`src/pkg/wdrl_pkg.sv`:
```
// package: register map, reset values and constants of the reload block
package wdrl_pkg;
  // ****************************************************************
  // register addresses (12-bit register space)
  // ****************************************************************
  localparam logic [11:0] WDRL_ADDR_CTRL   = 12'hFF0; // control / reset status
  localparam logic [11:0] WDRL_ADDR_UPPER  = 12'hFF1; // reload bits 23:16
  localparam logic [11:0] WDRL_ADDR_HIGH   = 12'hFF2; // reload bits 15:8
  localparam logic [11:0] WDRL_ADDR_LOW    = 12'hFF3; // reload bits 7:0
  localparam logic [11:0] WDRL_ADDR_CALL   = 12'h07F; // calibration low byte
  // ****************************************************************
  // unlock bytes and reset values
  // ****************************************************************
  localparam logic [7:0]  WDRL_UNLOCK_1    = 8'h55;   // first unlock byte
  localparam logic [7:0]  WDRL_UNLOCK_2    = 8'hAA;   // second unlock byte
  localparam logic [7:0]  WDRL_RST_UPPER   = 8'h00;   // upper byte after reset
  localparam logic [7:0]  WDRL_RST_HIGH    = 8'h04;   // high byte after reset
  localparam logic [7:0]  WDRL_RST_LOW     = 8'h00;   // low byte after reset
  localparam logic [23:0] WDRL_NO_REFRESH  = 24'h000002; // no refresh at/below
  // ****************************************************************
  // timing: watchdog tick from the 10 kHz oscillator, in MCLK cycles
  // ****************************************************************
  localparam int          WDRL_MCLK_HZ     = 40000000; // system clock rate
  localparam int          WDRL_OSC_HZ      = 10000;    // watchdog oscillator
  localparam int          WDRL_TICK_CYC    = WDRL_MCLK_HZ / WDRL_OSC_HZ;
  // unlock sequence states, one-hot
  typedef enum logic [2:0] {
    WDRL_LK_IDLE = 3'b001,  // locked, waiting for first byte
    WDRL_LK_HALF = 3'b010,  // first byte seen
    WDRL_LK_OPEN = 3'b100   // reload registers writable
  } wdrl_lock_type;
endpackage : wdrl_pkg

```
`src/hw/wdrl_top.sv`:
```
// watchdog reload registers, unlock sequence and 24-bit down-counter
`timescale 1ns/1ps
// Summary of operation
// [RULE1] bytes 55 then AA unlock reload registers
// [RULE2] unlock writes store no control bits
// [RULE3] locked reload registers ignore writes
// [RULE4] control address write-only, reads reset status
// [RULE5] refresh loads concatenated 24-bit reload
// [RULE6] reload reads return live count bytes
// [RULE7] upper/high/low bytes give bits 23..0
// [RULE8] software keeps reload at least 4
// [RULE9] software loads calibration for one second
// [RULE10] calibration low byte survives every reset
// [RULE11] counter decrements at nominal 10 kHz
// [RULE12] refresh ignored once count reaches 2
// [RULE13] timeout resets or interrupts per option
// [RULE14] always-on option starts counting at reset
// [RULE15] wrong byte restarts; reload write relocks
module wdrl_top
  import wdrl_pkg::*;
#(
  parameter int TICK_CYC = wdrl_pkg::WDRL_TICK_CYC // cycles per tick
) (
  input  wire logic        MCLK,        // system clock 40 MHz
  input  wire logic        RST_N,       // async reset, active low
  input  wire logic [11:0] ADDR,        // register address
  input  wire logic        WR,          // write strobe
  input  wire logic        RD,          // read strobe
  input  wire logic [7:0]  WDATA,       // write data
  input  wire logic        REFRESH,     // refresh instruction pulse
  input  wire logic        TO_RESET_OPT,// timeout reset option
  input  wire logic        ALWAYS_ON,   // always-on option
  input  wire logic [7:0]  RST_STATUS,  // reset cause status
  input  wire logic        CAL_LOAD,    // calibration byte program
  input  wire logic [7:0]  CAL_DATA,    // calibration byte value
  output logic [7:0]       RDATA,       // registered read data
  output logic             UNLOCKED,    // reload registers writable
  output logic             RUNNING,     // counter enabled
  output logic             WDT_RESET,   // timeout system reset
  output logic             WDT_IRQ      // timeout interrupt
);
  import wdrl_pkg::*;

  // the tick counter is 16 bits wide, so longer ticks cannot be counted
  initial begin
    if (TICK_CYC < 2) $error("TICK_CYC must be at least 2");
    if (TICK_CYC > 65536) $error("TICK_CYC must be at most 65536");
  end

  // ****************************************************************
  // state
  // ****************************************************************
  wdrl_lock_type lock_reg, lock_next;     // unlock sequence
  logic [23:0] reload_reg, reload_next;   // stored reload value
  logic [23:0] count_reg, count_next;     // live count
  logic [15:0] tick_reg, tick_next;       // oscillator emulation
  logic        run_reg, run_next;         // counting enabled
  logic        started_reg, started_next; // option sampled once
  logic        tout_reg, tout_next;       // timeout held
  logic [7:0]  rdata_reg, rdata_next;     // read data
  // calibration byte has no reset: it stays as programmed (see [RULE10])
  logic [7:0]  cal_low_reg, cal_low_next; // no reset on purpose

  logic tick; // one oscillator period elapsed
  assign tick = (tick_reg == 16'(TICK_CYC - 1));

  // ****************************************************************
  // next-state logic
  // ****************************************************************
  always_comb begin
    lock_next    = lock_reg;
    reload_next  = reload_reg;
    count_next   = count_reg;
    tick_next    = tick ? 16'h0000 : tick_reg + 16'h0001; // see [RULE11]
    run_next     = run_reg;
    started_next = 1'b1;
    tout_next    = tout_reg;
    rdata_next   = rdata_reg;
    // calibration byte: only the programming strobe changes it
    cal_low_next = CAL_LOAD ? CAL_DATA : cal_low_reg; // see [RULE10]
    // unlock sequence; stores nothing else (see [RULE2])
    if (WR && ADDR == WDRL_ADDR_CTRL) begin
      if (lock_reg == WDRL_LK_IDLE && WDATA == WDRL_UNLOCK_1)
        lock_next = WDRL_LK_HALF; // see [RULE1]
      else if (lock_reg == WDRL_LK_HALF && WDATA == WDRL_UNLOCK_2)
        lock_next = WDRL_LK_OPEN; // see [RULE1]
      else
        lock_next = WDRL_LK_IDLE; // see [RULE15]
    end else if (WR && lock_reg == WDRL_LK_OPEN) begin
      // reload writes only while open (see [RULE3])
      if (ADDR == WDRL_ADDR_UPPER) begin
        reload_next[23:16] = WDATA; // see [RULE7]
        lock_next = WDRL_LK_IDLE;   // see [RULE15]
      end else if (ADDR == WDRL_ADDR_HIGH) begin
        reload_next[15:8] = WDATA;  // see [RULE7]
        lock_next = WDRL_LK_IDLE;   // see [RULE15]
      end else if (ADDR == WDRL_ADDR_LOW) begin
        reload_next[7:0] = WDATA;   // see [RULE7]
        lock_next = WDRL_LK_IDLE;   // see [RULE15]
      end
    end
    // always-on starts counting at the first edge after reset
    if (!started_reg && ALWAYS_ON) run_next = 1'b1; // see [RULE14]
    // counter: refresh reloads unless near expiry
    if (REFRESH && count_reg > WDRL_NO_REFRESH) begin // see [RULE12]
      count_next = reload_reg; // see [RULE5]
      run_next   = 1'b1;
      tout_next  = 1'b0;
    end else if (REFRESH && !run_reg) begin
      count_next = reload_reg; // first enable
      run_next   = 1'b1;
    end else if (run_reg && tick) begin
      if (count_reg == 24'h000000) begin
        tout_next  = 1'b1;          // sticky timeout flag
        count_next = reload_reg;    // roll over, timeout stays
      end else begin
        count_next = count_reg - 24'h000001; // see [RULE11]
      end
    end
    // reads: status at control address, live count at reload bytes
    if (RD) begin
      if (ADDR == WDRL_ADDR_CTRL)
        rdata_next = RST_STATUS;       // see [RULE4]
      else if (ADDR == WDRL_ADDR_UPPER)
        rdata_next = count_reg[23:16]; // see [RULE6]
      else if (ADDR == WDRL_ADDR_HIGH)
        rdata_next = count_reg[15:8];  // see [RULE6]
      else if (ADDR == WDRL_ADDR_LOW)
        rdata_next = count_reg[7:0];   // see [RULE6]
      else if (ADDR == WDRL_ADDR_CALL)
        rdata_next = cal_low_reg;      // see [RULE10]
      else
        rdata_next = 8'h00;            // unmapped reads as zero
    end
  end

  // ****************************************************************
  // registers
  // ****************************************************************
  always_ff @(posedge MCLK or negedge RST_N) begin
    if (!RST_N) begin
      lock_reg    <= WDRL_LK_IDLE;
      reload_reg  <= {WDRL_RST_UPPER, WDRL_RST_HIGH, WDRL_RST_LOW};
      count_reg   <= {WDRL_RST_UPPER, WDRL_RST_HIGH, WDRL_RST_LOW};
      tick_reg    <= 16'h0000;
      run_reg     <= 1'b0;
      started_reg <= 1'b0;
      tout_reg    <= 1'b0;
      rdata_reg   <= 8'h00;
    end else begin
      lock_reg    <= lock_next;
      reload_reg  <= reload_next;
      count_reg   <= count_next;
      tick_reg    <= tick_next;
      run_reg     <= run_next;
      started_reg <= started_next;
      tout_reg    <= tout_next;
      rdata_reg   <= rdata_next;
    end
  end

  // calibration memory, kept across reset (see [RULE10])
  always_ff @(posedge MCLK) begin
    cal_low_reg <= cal_low_next;
  end

  // outputs, each a flip-flop
  always_ff @(posedge MCLK or negedge RST_N) begin
    if (!RST_N) begin
      RDATA     <= 8'h00;
      UNLOCKED  <= 1'b0;
      RUNNING   <= 1'b0;
      WDT_RESET <= 1'b0;
      WDT_IRQ   <= 1'b0;
    end else begin
      RDATA     <= rdata_next;
      UNLOCKED  <= (lock_next == WDRL_LK_OPEN);
      RUNNING   <= run_next;
      WDT_RESET <= tout_next && TO_RESET_OPT;  // see [RULE13]
      WDT_IRQ   <= tout_next && !TO_RESET_OPT; // see [RULE13]
    end
  end

  // ****************************************************************
  // assertions
  // ****************************************************************
  // a stray store to the locked low reload byte must leave the value alone
  a_locked_no_write: assert property ( // see [RULE3]
    @(posedge MCLK) disable iff (!RST_N)
    (WR && lock_reg != WDRL_LK_OPEN && ADDR == WDRL_ADDR_LOW)
      |=> $stable(reload_reg))
    else $error("reload changed while locked");
  // keyed on the second byte, so spaced-out key writes are covered
  a_unlock_seq: assert property ( // see [RULE1]
    @(posedge MCLK) disable iff (!RST_N)
    (WR && ADDR == WDRL_ADDR_CTRL && WDATA == WDRL_UNLOCK_2
      && lock_reg == WDRL_LK_HALF) |=> UNLOCKED)
    else $error("unlock sequence did not open");
  a_ctrl_keeps_reload: assert property ( // see [RULE2]
    @(posedge MCLK) disable iff (!RST_N)
    (WR && ADDR == WDRL_ADDR_CTRL) |=> $stable(reload_reg))
    else $error("control write changed reload");
  a_wrong_byte: assert property ( // see [RULE15]
    @(posedge MCLK) disable iff (!RST_N)
    (WR && ADDR == WDRL_ADDR_CTRL
      && !(lock_reg == WDRL_LK_IDLE && WDATA == WDRL_UNLOCK_1)
      && !(lock_reg == WDRL_LK_HALF && WDATA == WDRL_UNLOCK_2))
      |=> lock_reg == WDRL_LK_IDLE)
    else $error("wrong control byte kept sequence");
  a_refresh_load: assert property ( // see [RULE5]
    @(posedge MCLK) disable iff (!RST_N)
    (REFRESH && count_reg > WDRL_NO_REFRESH)
      |=> count_reg == $past(reload_reg))
    else $error("refresh did not load reload value");
  a_refresh_ignored: assert property ( // see [RULE12]
    @(posedge MCLK) disable iff (!RST_N)
    (REFRESH && run_reg && count_reg <= WDRL_NO_REFRESH && !tick)
      |=> count_reg == $past(count_reg))
    else $error("late refresh was taken");
  a_read_count: assert property ( // see [RULE6]
    @(posedge MCLK) disable iff (!RST_N)
    (RD && ADDR == WDRL_ADDR_LOW)
      |=> RDATA == $past(count_reg[7:0]))
    else $error("reload read not live count");
  a_read_status: assert property ( // see [RULE4]
    @(posedge MCLK) disable iff (!RST_N)
    (RD && ADDR == WDRL_ADDR_CTRL)
      |=> RDATA == $past(RST_STATUS))
    else $error("control read not reset status");
  a_relock_after: assert property ( // see [RULE15]
    @(posedge MCLK) disable iff (!RST_N)
    (WR && lock_reg == WDRL_LK_OPEN && ADDR == WDRL_ADDR_HIGH)
      |=> !UNLOCKED && reload_reg[15:8] == $past(WDATA))
    else $error("reload write did not relock");
  // expiry must raise exactly the flag that the option selects
  a_timeout_fires: assert property ( // see [RULE13]
    @(posedge MCLK) disable iff (!RST_N)
    (run_reg && tick && count_reg == 24'h000000)
      |=> WDT_RESET == $past(TO_RESET_OPT)
        && WDT_IRQ == !$past(TO_RESET_OPT))
    else $error("timeout flag not raised per option");
  a_timeout_route: assert property ( // see [RULE13]
    @(posedge MCLK) disable iff (!RST_N)
    !(WDT_RESET && WDT_IRQ))
    else $error("timeout routed both ways");
  // judged one edge later, so a release on a clock edge cannot misfire
  a_always_on_start: assert property ( // see [RULE14]
    @(posedge MCLK) disable iff (!RST_N)
    ($rose(started_reg) && $past(ALWAYS_ON)) |-> RUNNING)
    else $error("always-on did not start counting");
endmodule : wdrl_top

```
`config.mk`:
```
export PLATFORM = sky130hd
export DESIGN_NAME = wdrl_top
export DESIGN_NICKNAME = d
export VERILOG_FILES = /design/src/pkg/wdrl_pkg.sv /design/src/hw/wdrl_top.sv
export SDC_FILE = /design/constraint.sdc
export NUM_CORES = 1
export LEC_CHECK = 0
export BUFFER_PORTS_ARGS = -buffer_cell sky130_fd_sc_hd__buf_2
export CAP_MARGIN = 20
export CORE_MARGIN = 2
export CORE_UTILIZATION = 24
export CTS_BUF_LIST = sky130_fd_sc_hd__clkbuf_8
export DETAILED_ROUTE_END_ITERATION = 7
export SLEW_MARGIN = 20
export SYNTH_ARGS = -nofsm -noshare
export SYNTH_HDL_FRONTEND = slang
export SYNTH_SLANG_ARGS = --single-unit
```
`constraint.sdc`:
```
create_clock -name MCLK -period 3 [get_ports MCLK]
set_input_delay 0.3 -clock MCLK [delete_from_list [all_inputs] [get_ports MCLK]]
set_output_delay 0.3 -clock MCLK [all_outputs]
set_load 0.005 [all_outputs]
```
==> results.toml, run 1 <==
[synthesis]
yosys.area_share.simple = 0.209
synth-compound-area-share = 0.156
muxShareOfSynthArea = 0.0802
synth-async-reset-ratio = 0.910
synth.distinct_cells = 57
synth_warnings = 0
synth.avg_cell_area_sq_um = 10.2
synth-edff-count = 8
ys_ff_latch = 89
syn_inst = 456
synth.net_count = 504
synth-xor-area-share = 0.0265
synthFlopType = "dfrtp_1"
synthAdderAreaFrac = 0.0108
synth_top_family_by_area = "simple AND/OR/NAND/NOR gates"
netlist_area_sq_um = 4630
ys_seq_area_frac = 0.490

[cts]
ctsHoldBuffers = 0
clock_path_buffers = 2
cts_resized = 0
cts.clk_slew.worst_paths_ps = 90
cts.sinks = 89
clock_latency_ps = 360
post-cts-setup-buffer-count = 0
cts_root_buf = "clkbuf_8"
htreeDepth = 3
cts-buffers-inserted = 9
cts_tree = "done"

[detailed_routing]
remaining_drc_errors = 0
dr.max_layer_used = "met4"
firstDrtPassIters = 5
met1_length_mm = 5.63
via_per_inst = 4.86
drt_iter0_markers = 254
totalWireLength_mm = 12.0
avgRoutedWirePerCell_microns = 15.3
ant_nets = 0
dr_wl_met2_mm = 5.46
vias = 3817
wl_met3_microns = 571

[placed_design]
dp.cells = 770
place_congestion = 0.921
placed_area_sq_um = 5280
dp_hpwl_mm = 8.95
pre_cts_slack_ps = 522
port_buffers = 55

[setup_path]
end_kind = "register"
path_delay_family = "compound AO/OA/AOI/OAI gates"
path_max_fanout = 8
cp.required_ps = 3290
crit_slowest_cell = "o41a_1"
critPathBufInv = 0
cp.arrival_ps = 2880
crit_chain = "nor3_1 -> nand3b_1 -> o41a_1 -> a21oi_2 -> o32ai_1 -> a31oi_1"
slowest_delay_ps = 610
crit_type = "reg2reg"
start_kind = "register"

[finish]
num_antenna_cells = 0
final_util = 0.292
layout-drive-gt1-share = 0.240
final_cells = 786
final_nets = 569
fillers = 1986
finalInstanceArea_sq_um = 5500
layout_common_cells = "dfrtp_1 (78), buf_2 (54), nor2_1 (52)"
final_common_cell = "dfrtp_1"
area_growth_pct = 18.7

[floorplan]
fp.dieH_microns = 143
core-area_sq_um = 18800
start_util = 0.246
io_pins = 56
rows = 50
fp.dieW_microns = 143
die_area_sq_um = 20400

[grt]
antenna_found_initial = 0
grt_max_degree = 82
grt_pass1_vias = 3606
grtUsageTotal = 0.121
grt.overflow.total = 0
grt_pass1_wl_mm = 19.4

[timing]
finalSetupViolations = 0
setup-tns-final_ps = 0
slew_headroom = 0.481
rsz0062_at_grt = "false"
post-route-period-util = 0.864
max_freq_mhz = 386
worstMarginPinSlew_ps = 778
fin_worst_hold_slack_ps = -39.5
setup_slack_ps = 409
finalMaxSlewViolations = 0
hold_viol_final = 19
period_minus_slack_ps = 2590
skew_ps = 14.7

[run_status]
violations = "hold timing"
status = "finished with violations"

[pwr]
p_total_mw = 2.44
powerDensity_nw_per_um2 = 444
peakVddDrop_mv = 0.276
leakage_nw = 2.43

[hold_path]
hp-class = "in2async"

[flow_run]
drv_cap = 0
area by class of cell:
cell class,count,area [sq um],share of cell area
inverters,18,67.6,0.0123
well taps,260,325,0.0591
clock inverters,6,83.8,0.0152
clock buffers,10,138,0.0250
flip-flops and latches,89,2270,0.413
repair buffers,68,379,0.0689
multi-input cells,335,2240,0.407
routing by layer:
metal	vias up	GRT usage
met1	1852	0.170
li1	1824	-
met4	0	0.0547
met5	-	0
met2	113	0.182
met3	28	0.0178
cells in the mapped netlist (all sizes together), types with 8 or more instances:
| library cell | count | area [sq um] |
|---|---|---|
| a21oi | 19 | 98.9 |
| nor3 | 18 | 100 |
| nand4 | 11 | 75.1 |
| mux2 | 25 | 282 |
| nor2 | 52 | 195 |
| o21ai | 35 | 179 |
| nand2 | 27 | 101 |
| a22o | 15 | 131 |
| o211ai | 9 | 67.6 |
| edfxtp | 8 | 240 |
| dfrtp | 78 | 1950 |
| nand3 | 21 | 105 |
| clkbuf | 9 | 33.8 |
| mux2i | 9 | 90.1 |
| inv | 18 | 67.6 |
path summary, 6_finish.rpt:
| check | from | endpoint | slack, ps | cells after the start |
|---|---|---|---|---|
| worst min register to register | started_reg | RUNNING | 430 | 1 |
| worst max register to register | count_reg[20] | count_reg[22] | 410 | 6 |
| min in group MCLK | TO_RESET_OPT | WDT_IRQ | 100 | 2 |
| worst min-delay path | RST_N | tick_reg[3] | -40 | 1 |
| worst max-delay path | count_reg[20] | count_reg[22] | 410 | 6 |
| max in group asynchronous | RST_N | RDATA[7] | 2480 | 1 |
report_power, final:
| group | internal [mW] | switching, mW |
|---|---|---|
| combinational | 0.0855 | 0.163 |
| sequential | 1.24 | 0.0272 |
| clock | 0.490 | 0.440 |
kinds of logic (layout without fill, tap and decap cells):
kind of cell	count (synthesis)	in the layout
AOI/OAI and AO/OA	107	107
xor gates and xnor gates	14	14
adders and majority gates	4	4
buffers and inverters	32	102
DFF	89	89
muxes	34	34
other	1	1
and+or+nand+nor	175	175
worst reg2reg max path, stage by stage, from the launching register on:
cell and delay (ps):
dfrtp_1 470, nor3_1 480, nand3b_1 290, o41a_1 610
a21oi_2 360, o32ai_1 150, a31oi_1 150
Power figures use the tool's default switching activity.
==> run 2: changes to the inputs <==
--- a/config.mk
+++ b/config.mk
@@ -11,6 +11,7 @@
 export CORE_UTILIZATION = 24
 export CTS_BUF_LIST = sky130_fd_sc_hd__clkbuf_8
 export DETAILED_ROUTE_END_ITERATION = 7
+export REMOVE_ABC_BUFFERS = 1
 export SLEW_MARGIN = 20
 export SYNTH_ARGS = -nofsm -noshare
 export SYNTH_HDL_FRONTEND = slang
==> run 2 against run 1 <==
Compared with the run above:
- the flow now finishes without violations
- sequential cell count unchanged
- via count up 0.34%
- die area unchanged
- sequential share of layout area about the same
- worst setup slack improved by 31 ps
- hold slack better by 71 ps
- critical path type unchanged
- wire length grew 2.8%
- critical endpoint unchanged
==> results.toml, run 2 (synthesis gave the netlist of run 1 again) <==
[setup_path]
path_max_fanout = 12
cp.required_ps = 3300
crit_slowest_cell = "or4_1"
slowest_delay_ps = 700
cp.arrival_ps = 2860
r2r-start = "count_reg[3]"
end_kind = "register"
start_kind = "register"
crit_chain = "or4_1 -> o41a_1 -> a21oi_2 -> o32ai_1 -> a31oi_1"
rr_worst_depth = 5
crit_type = "reg2reg"
timing.reg2reg.setup_slack_ps = 440
rr_endpoint = "count_reg[22]"

[timing]
hold_viol_final = 0
fin_worst_hold_slack_ps = 31.7
finalMaxSlewViolations = 0
slew_headroom = 0.434
period_minus_slack_ps = 2560
max_freq_mhz = 391
post-route-period-util = 0.853
finalSetupViolations = 0
worstMarginPinSlew_ps = 849
skew_ps = 13.3
rsz0062_at_grt = "false"
setup-tns-final_ps = 0

[cts]
post-cts-setup-buffer-count = 0
htreeDepth = 3
cts_resized = 0
ctsHoldBuffers = 0
cts.clk_slew.worst_paths_ps = 90
clock_path_buffers = 2
cts_tree = "done"
cts_root_buf = "clkbuf_8"
clock_latency_ps = 370
cts.sinks = 89
cts-buffers-inserted = 9

[finish]
layout-drive-gt1-share = 0.240
layout_common_cells = "dfrtp_1 (78), buf_2 (54), nor2_1 (52)"
area_growth_pct = 18.7
final_common_cell = "dfrtp_1"
num_antenna_cells = 0
final_nets = 568
fillers = 1975

[grt]
use_met3 = 0.0235
top_usage_layer = "met2"
grt_pass1_wl_mm = 19.4
grt_use_met1 = 0.169
grt_max_degree = 67
antenna_found_initial = 0
grtUsageTotal = 0.124
grtUsageMet2 = 0.185
grt.overflow.total = 0
grt_pass1_vias = 3596

[pwr]
pwr-share-clk = 0.379
power.switching_mw = 0.655
power_frac_comb = 0.105
leakage_nw = 2.42
powerDensity_nw_per_um2 = 445
netSwitchingFraction = 0.267
cell_internal_pwr_mw = 1.79
peakVddDrop_mv = 0.195
seqPwrFrac = 0.517

[detailed_routing]
avgRoutedWirePerCell_microns = 15.8
via_per_inst = 4.88
drt_iter0_markers = 322
ant_nets = 0
vias = 3830
firstDrtPassIters = 4
remaining_drc_errors = 0
totalWireLength_mm = 12.4

[floorplan]
rows = 50
core-area_sq_um = 18800
fp.dieW_microns = 143
io_pins = 56
start_util = 0.246
fp.dieH_microns = 143
die_area_sq_um = 20400

[placed_design]
place_congestion = 0.897
dp_hpwl_mm = 9.15
port_buffers = 55

[hold_path]
hp-class = "in2async"

[run_status]
status = "finished clean"

[flow_run]
drv_cap = 0
-- run 2: cell count changes in the layout (fill, tap and decap cells not counted), sizes merged --
cell and change:
buf -1, clkbuf -1, clkinvlp +2, inv -1
-- run 2: worst max-delay path: cells and delay by family (launching register included) --
family / cells / cell delay, ps
flops: 1 / 460
compound gates: 4 / 1330
simple gates: 1 / 700
-- run 2: final cells by class --
| cell class | count | area [sq um] | area share |
|---|---|---|---|
| clock inverter | 7 | 95.1 | 0.0173 |
| tap | 260 | 325 | 0.0591 |
| timing repair buffer | 67 | 380 | 0.0691 |
| multi-input combinational | 335 | 2240 | 0.407 |
| inverter | 18 | 67.6 | 0.0123 |
| sequential | 89 | 2270 | 0.413 |
| clock buffer | 9 | 124 | 0.0225 |
-- run 2: stage by stage --
step | util | cell area (sq um) | worst slack, ps | std cells | total power, mW
finish | 0.292 | 5500 | 440 | 785 | 2.45
global route | 0.292 | 5500 | 191 | 785 | 2.55
detailed placement | 0.281 | 5280 | 470 | 769 | 1.54
CTS | 0.292 | 5500 | 449 | 785 | 2.47
global placement | 0.281 | 5280 | 531 | 769 | 1.54
floorplan | - | 4580 | 472 | 442 | 1.41
-- run 2: worst max path at each step --
stage                 startpoint            end
finish              count_reg[3]  count_reg[22]
global route        count_reg[3]  count_reg[19]
CTS                 count_reg[3]  count_reg[22]
detailed placement  count_reg[3]  count_reg[22]
global placement    count_reg[3]  count_reg[22]
floorplan           count_reg[3]  count_reg[21]
-- run 2: metal layers --
| metal | vias to the layer above | share of wire |
|---|---|---|
| met4 | 0 | 0.031 |
| met1 | 1860 | 0.45 |
| met3 | 22 | 0.056 |
| met2 | 122 | 0.46 |
| li1 | 1826 | - |
| met5 | - | 0 |
-- run 2: power by group through the flow --
| stage | registers [mW] | clock network, mW | logic (mW) |
|---|---|---|---|
| floorplan | 1.28 | 0 | 0.126 |
| global placement | 1.29 | 0 | 0.256 |
| detailed placement | 1.29 | 0 | 0.255 |
| CTS | 1.26 | 0.954 | 0.256 |
| global route | 1.27 | 1.00 | 0.283 |
| finish | 1.27 | 0.928 | 0.256 |
==> run 3: changes to the inputs <==
--- a/config.mk
+++ b/config.mk
@@ -11,6 +11,7 @@
 export CORE_UTILIZATION = 24
 export CTS_BUF_LIST = sky130_fd_sc_hd__clkbuf_8
 export DETAILED_ROUTE_END_ITERATION = 7
+export GPL_TIMING_DRIVEN = 0
 export REMOVE_ABC_BUFFERS = 1
 export SLEW_MARGIN = 20
 export SYNTH_ARGS = -nofsm -noshare
==> run 3 against run 2 <==
Compared with the run above:
- wire length fell by 1.6%
- cell area fell by 0.73%
- final cell count fell by 1.0%
- maximum frequency fell by 10%
==> results.toml, run 3 (synthesis gave the netlist of run 1 again) <==
[run_status]
status = "finished clean"

[finish]
final_nets = 560
seq_area_sq_um = 2270
num_antenna_cells = 0
final_common_cell = "dfrtp_1"
layout-drive-gt1-share = 0.226
fillers = 1996
layout_common_cells = "dfrtp_1 (78), buf_2 (54), nor2_1 (52)"
multiInputGateArea_sq_um = 2250
area_growth_pct = 17.8

[detailed_routing]
drt_iter0_markers = 241
ant_nets = 0
via_per_inst = 4.82
vias = 3744
remaining_drc_errors = 0
avgRoutedWirePerCell_microns = 15.7
firstDrtPassIters = 5
totalWireLength_mm = 12.2

[timing]
worstMarginPinSlew_ps = 1040
max_freq_mhz = 350
finalMaxSlewViolations = 0
finalSetupViolations = 0
period_minus_slack_ps = 2860
skew_ps = 11.7
slew_headroom = 0.303
hold_viol_final = 0
rsz0062_at_grt = "true"
post-route-period-util = 0.953
setup_slack_ps = 142
fin_worst_hold_slack_ps = 83.6

[grt]
grt_use_met1 = 0.169
grt_pass1_wl_mm = 19.8
grt.overflow.total = 0
grt_pass1_vias = 3694
grtUsageMet2 = 0.194
grt_max_degree = 43
grtUsageTotal = 0.123
antenna_found_initial = 0
use_met3 = 0.0258
top_usage_layer = "met2"

[pwr]
pwr-share-clk = 0.380
power.switching_mw = 0.635
cell_internal_pwr_mw = 1.81
powerDensity_nw_per_um2 = 448
power_frac_comb = 0.102
seqPwrFrac = 0.518
netSwitchingFraction = 0.260
peakVddDrop_mv = 0.240
p_total_mw = 2.45
leakage_nw = 2.40

[floorplan]
rows = 50
io_pins = 56
die_area_sq_um = 20400
fp.dieH_microns = 143
start_util = 0.246
fp.dieW_microns = 143
core-area_sq_um = 18800

[placed_design]
place_congestion = 0.849
port_buffers = 55
dp_hpwl_mm = 8.88
pre_cts_slack_ps = -256

[setup_path]
cp.arrival_ps = 3140
cpMostUsedCell = "nand2_1"
slowest_delay_ps = 700
crit_chain = "nor4_2 -> nand2_1 -> or3_1 -> o21ai_2 -> nand2_1 -> o21ai_0"
crit_slowest_cell = "nor4_2"
cp.required_ps = 3290
start_kind = "register"
crit_type = "reg2reg"
path_max_fanout = 14
end_kind = "register"

[cts]
cts-buffers-inserted = 9
cts_root_buf = "clkbuf_8"
htreeDepth = 3
cts.sinks = 89
cts_tree = "done"
cts.clk_slew.worst_paths_ps = 90
clock_latency_ps = 370
clock_path_buffers = 2

[flow_run]
drv_cap = 0

[hold_path]
hp-class = "in2reg"
## run 3: worst paths after layout
| path | start | endpoint | slack [ps] | cells after the start |
|---|---|---|---|---|
| worst max-delay path | count_reg[3] | count_reg[4] | 140 | 6 |
| worst min-delay path | TO_RESET_OPT | WDT_IRQ | 80 | 2 |
| worst max register to register | count_reg[3] | count_reg[4] | 140 | 6 |
| worst min register to register | started_reg | RUNNING | 430 | 1 |
| max in group asynchronous | RST_N | lock_reg[0] | 1870 | 3 |
| min in group asynchronous | RST_N | count_reg[23] | 460 | 2 |
## run 3: layout make-up
class / instances / share of cell area
flip-flops and latches: 89 / 0.416
multi-input cells: 335 / 0.412
repair buffers: 59 / 0.0598
well taps: 260 / 0.0596
clock buffers: 10 / 0.0252
clock inverters: 6 / 0.0153
inverters: 18 / 0.0124
## run 3: power by group through the flow
stage               Clock (mW)  Sequential (mW)  Combinational (mW)
CTS                      0.950             1.27               0.246
global route             0.993             1.27               0.276
floorplan                    0             1.28               0.126
finish                   0.929             1.27               0.250
global placement             0             1.29               0.239
detailed placement           0             1.29               0.243
## run 3: per-layer routing
metal / vias to the layer above / wire, microns
met2: 93 / 5840
met4: 0 / 189
li1: 1817 / -
met5: - / 0
met3: 14 / 550
met1: 1820 / 5600
## run 3: through the flow
stage | area, sq um | instances | setup TNS, ps | util
floorplan | 4580 | 442 | 0 | -
global placement | 5180 | 757 | -2180 | 0.275
detailed placement | 5220 | 759 | -1310 | 0.277
CTS | 5460 | 777 | 0 | 0.290
global route | 5460 | 777 | -4.12 | 0.290
finish | 5460 | 777 | 0 | 0.290
## run 3: repair_timing
| item | CTS | global route |
|---|---|---|
| endpoints found under the setup margin | 14 | 8 |
| setup buffers | 1 | 0 |
| hold endpoints to repair | 39 | 0 |
| pin swaps | 1 | 0 |
| hold buffers | 1 | 0 |
| resized for setup | 0 | 1 |
## run 3: critical path, delay by kind of cell (launching register included)
family | cells | cell delay [ps]
AO/OA/AOI/OAI | 2 | 680
flip-flops | 1 | 460
AND/OR/NAND/NOR | 4 | 1630
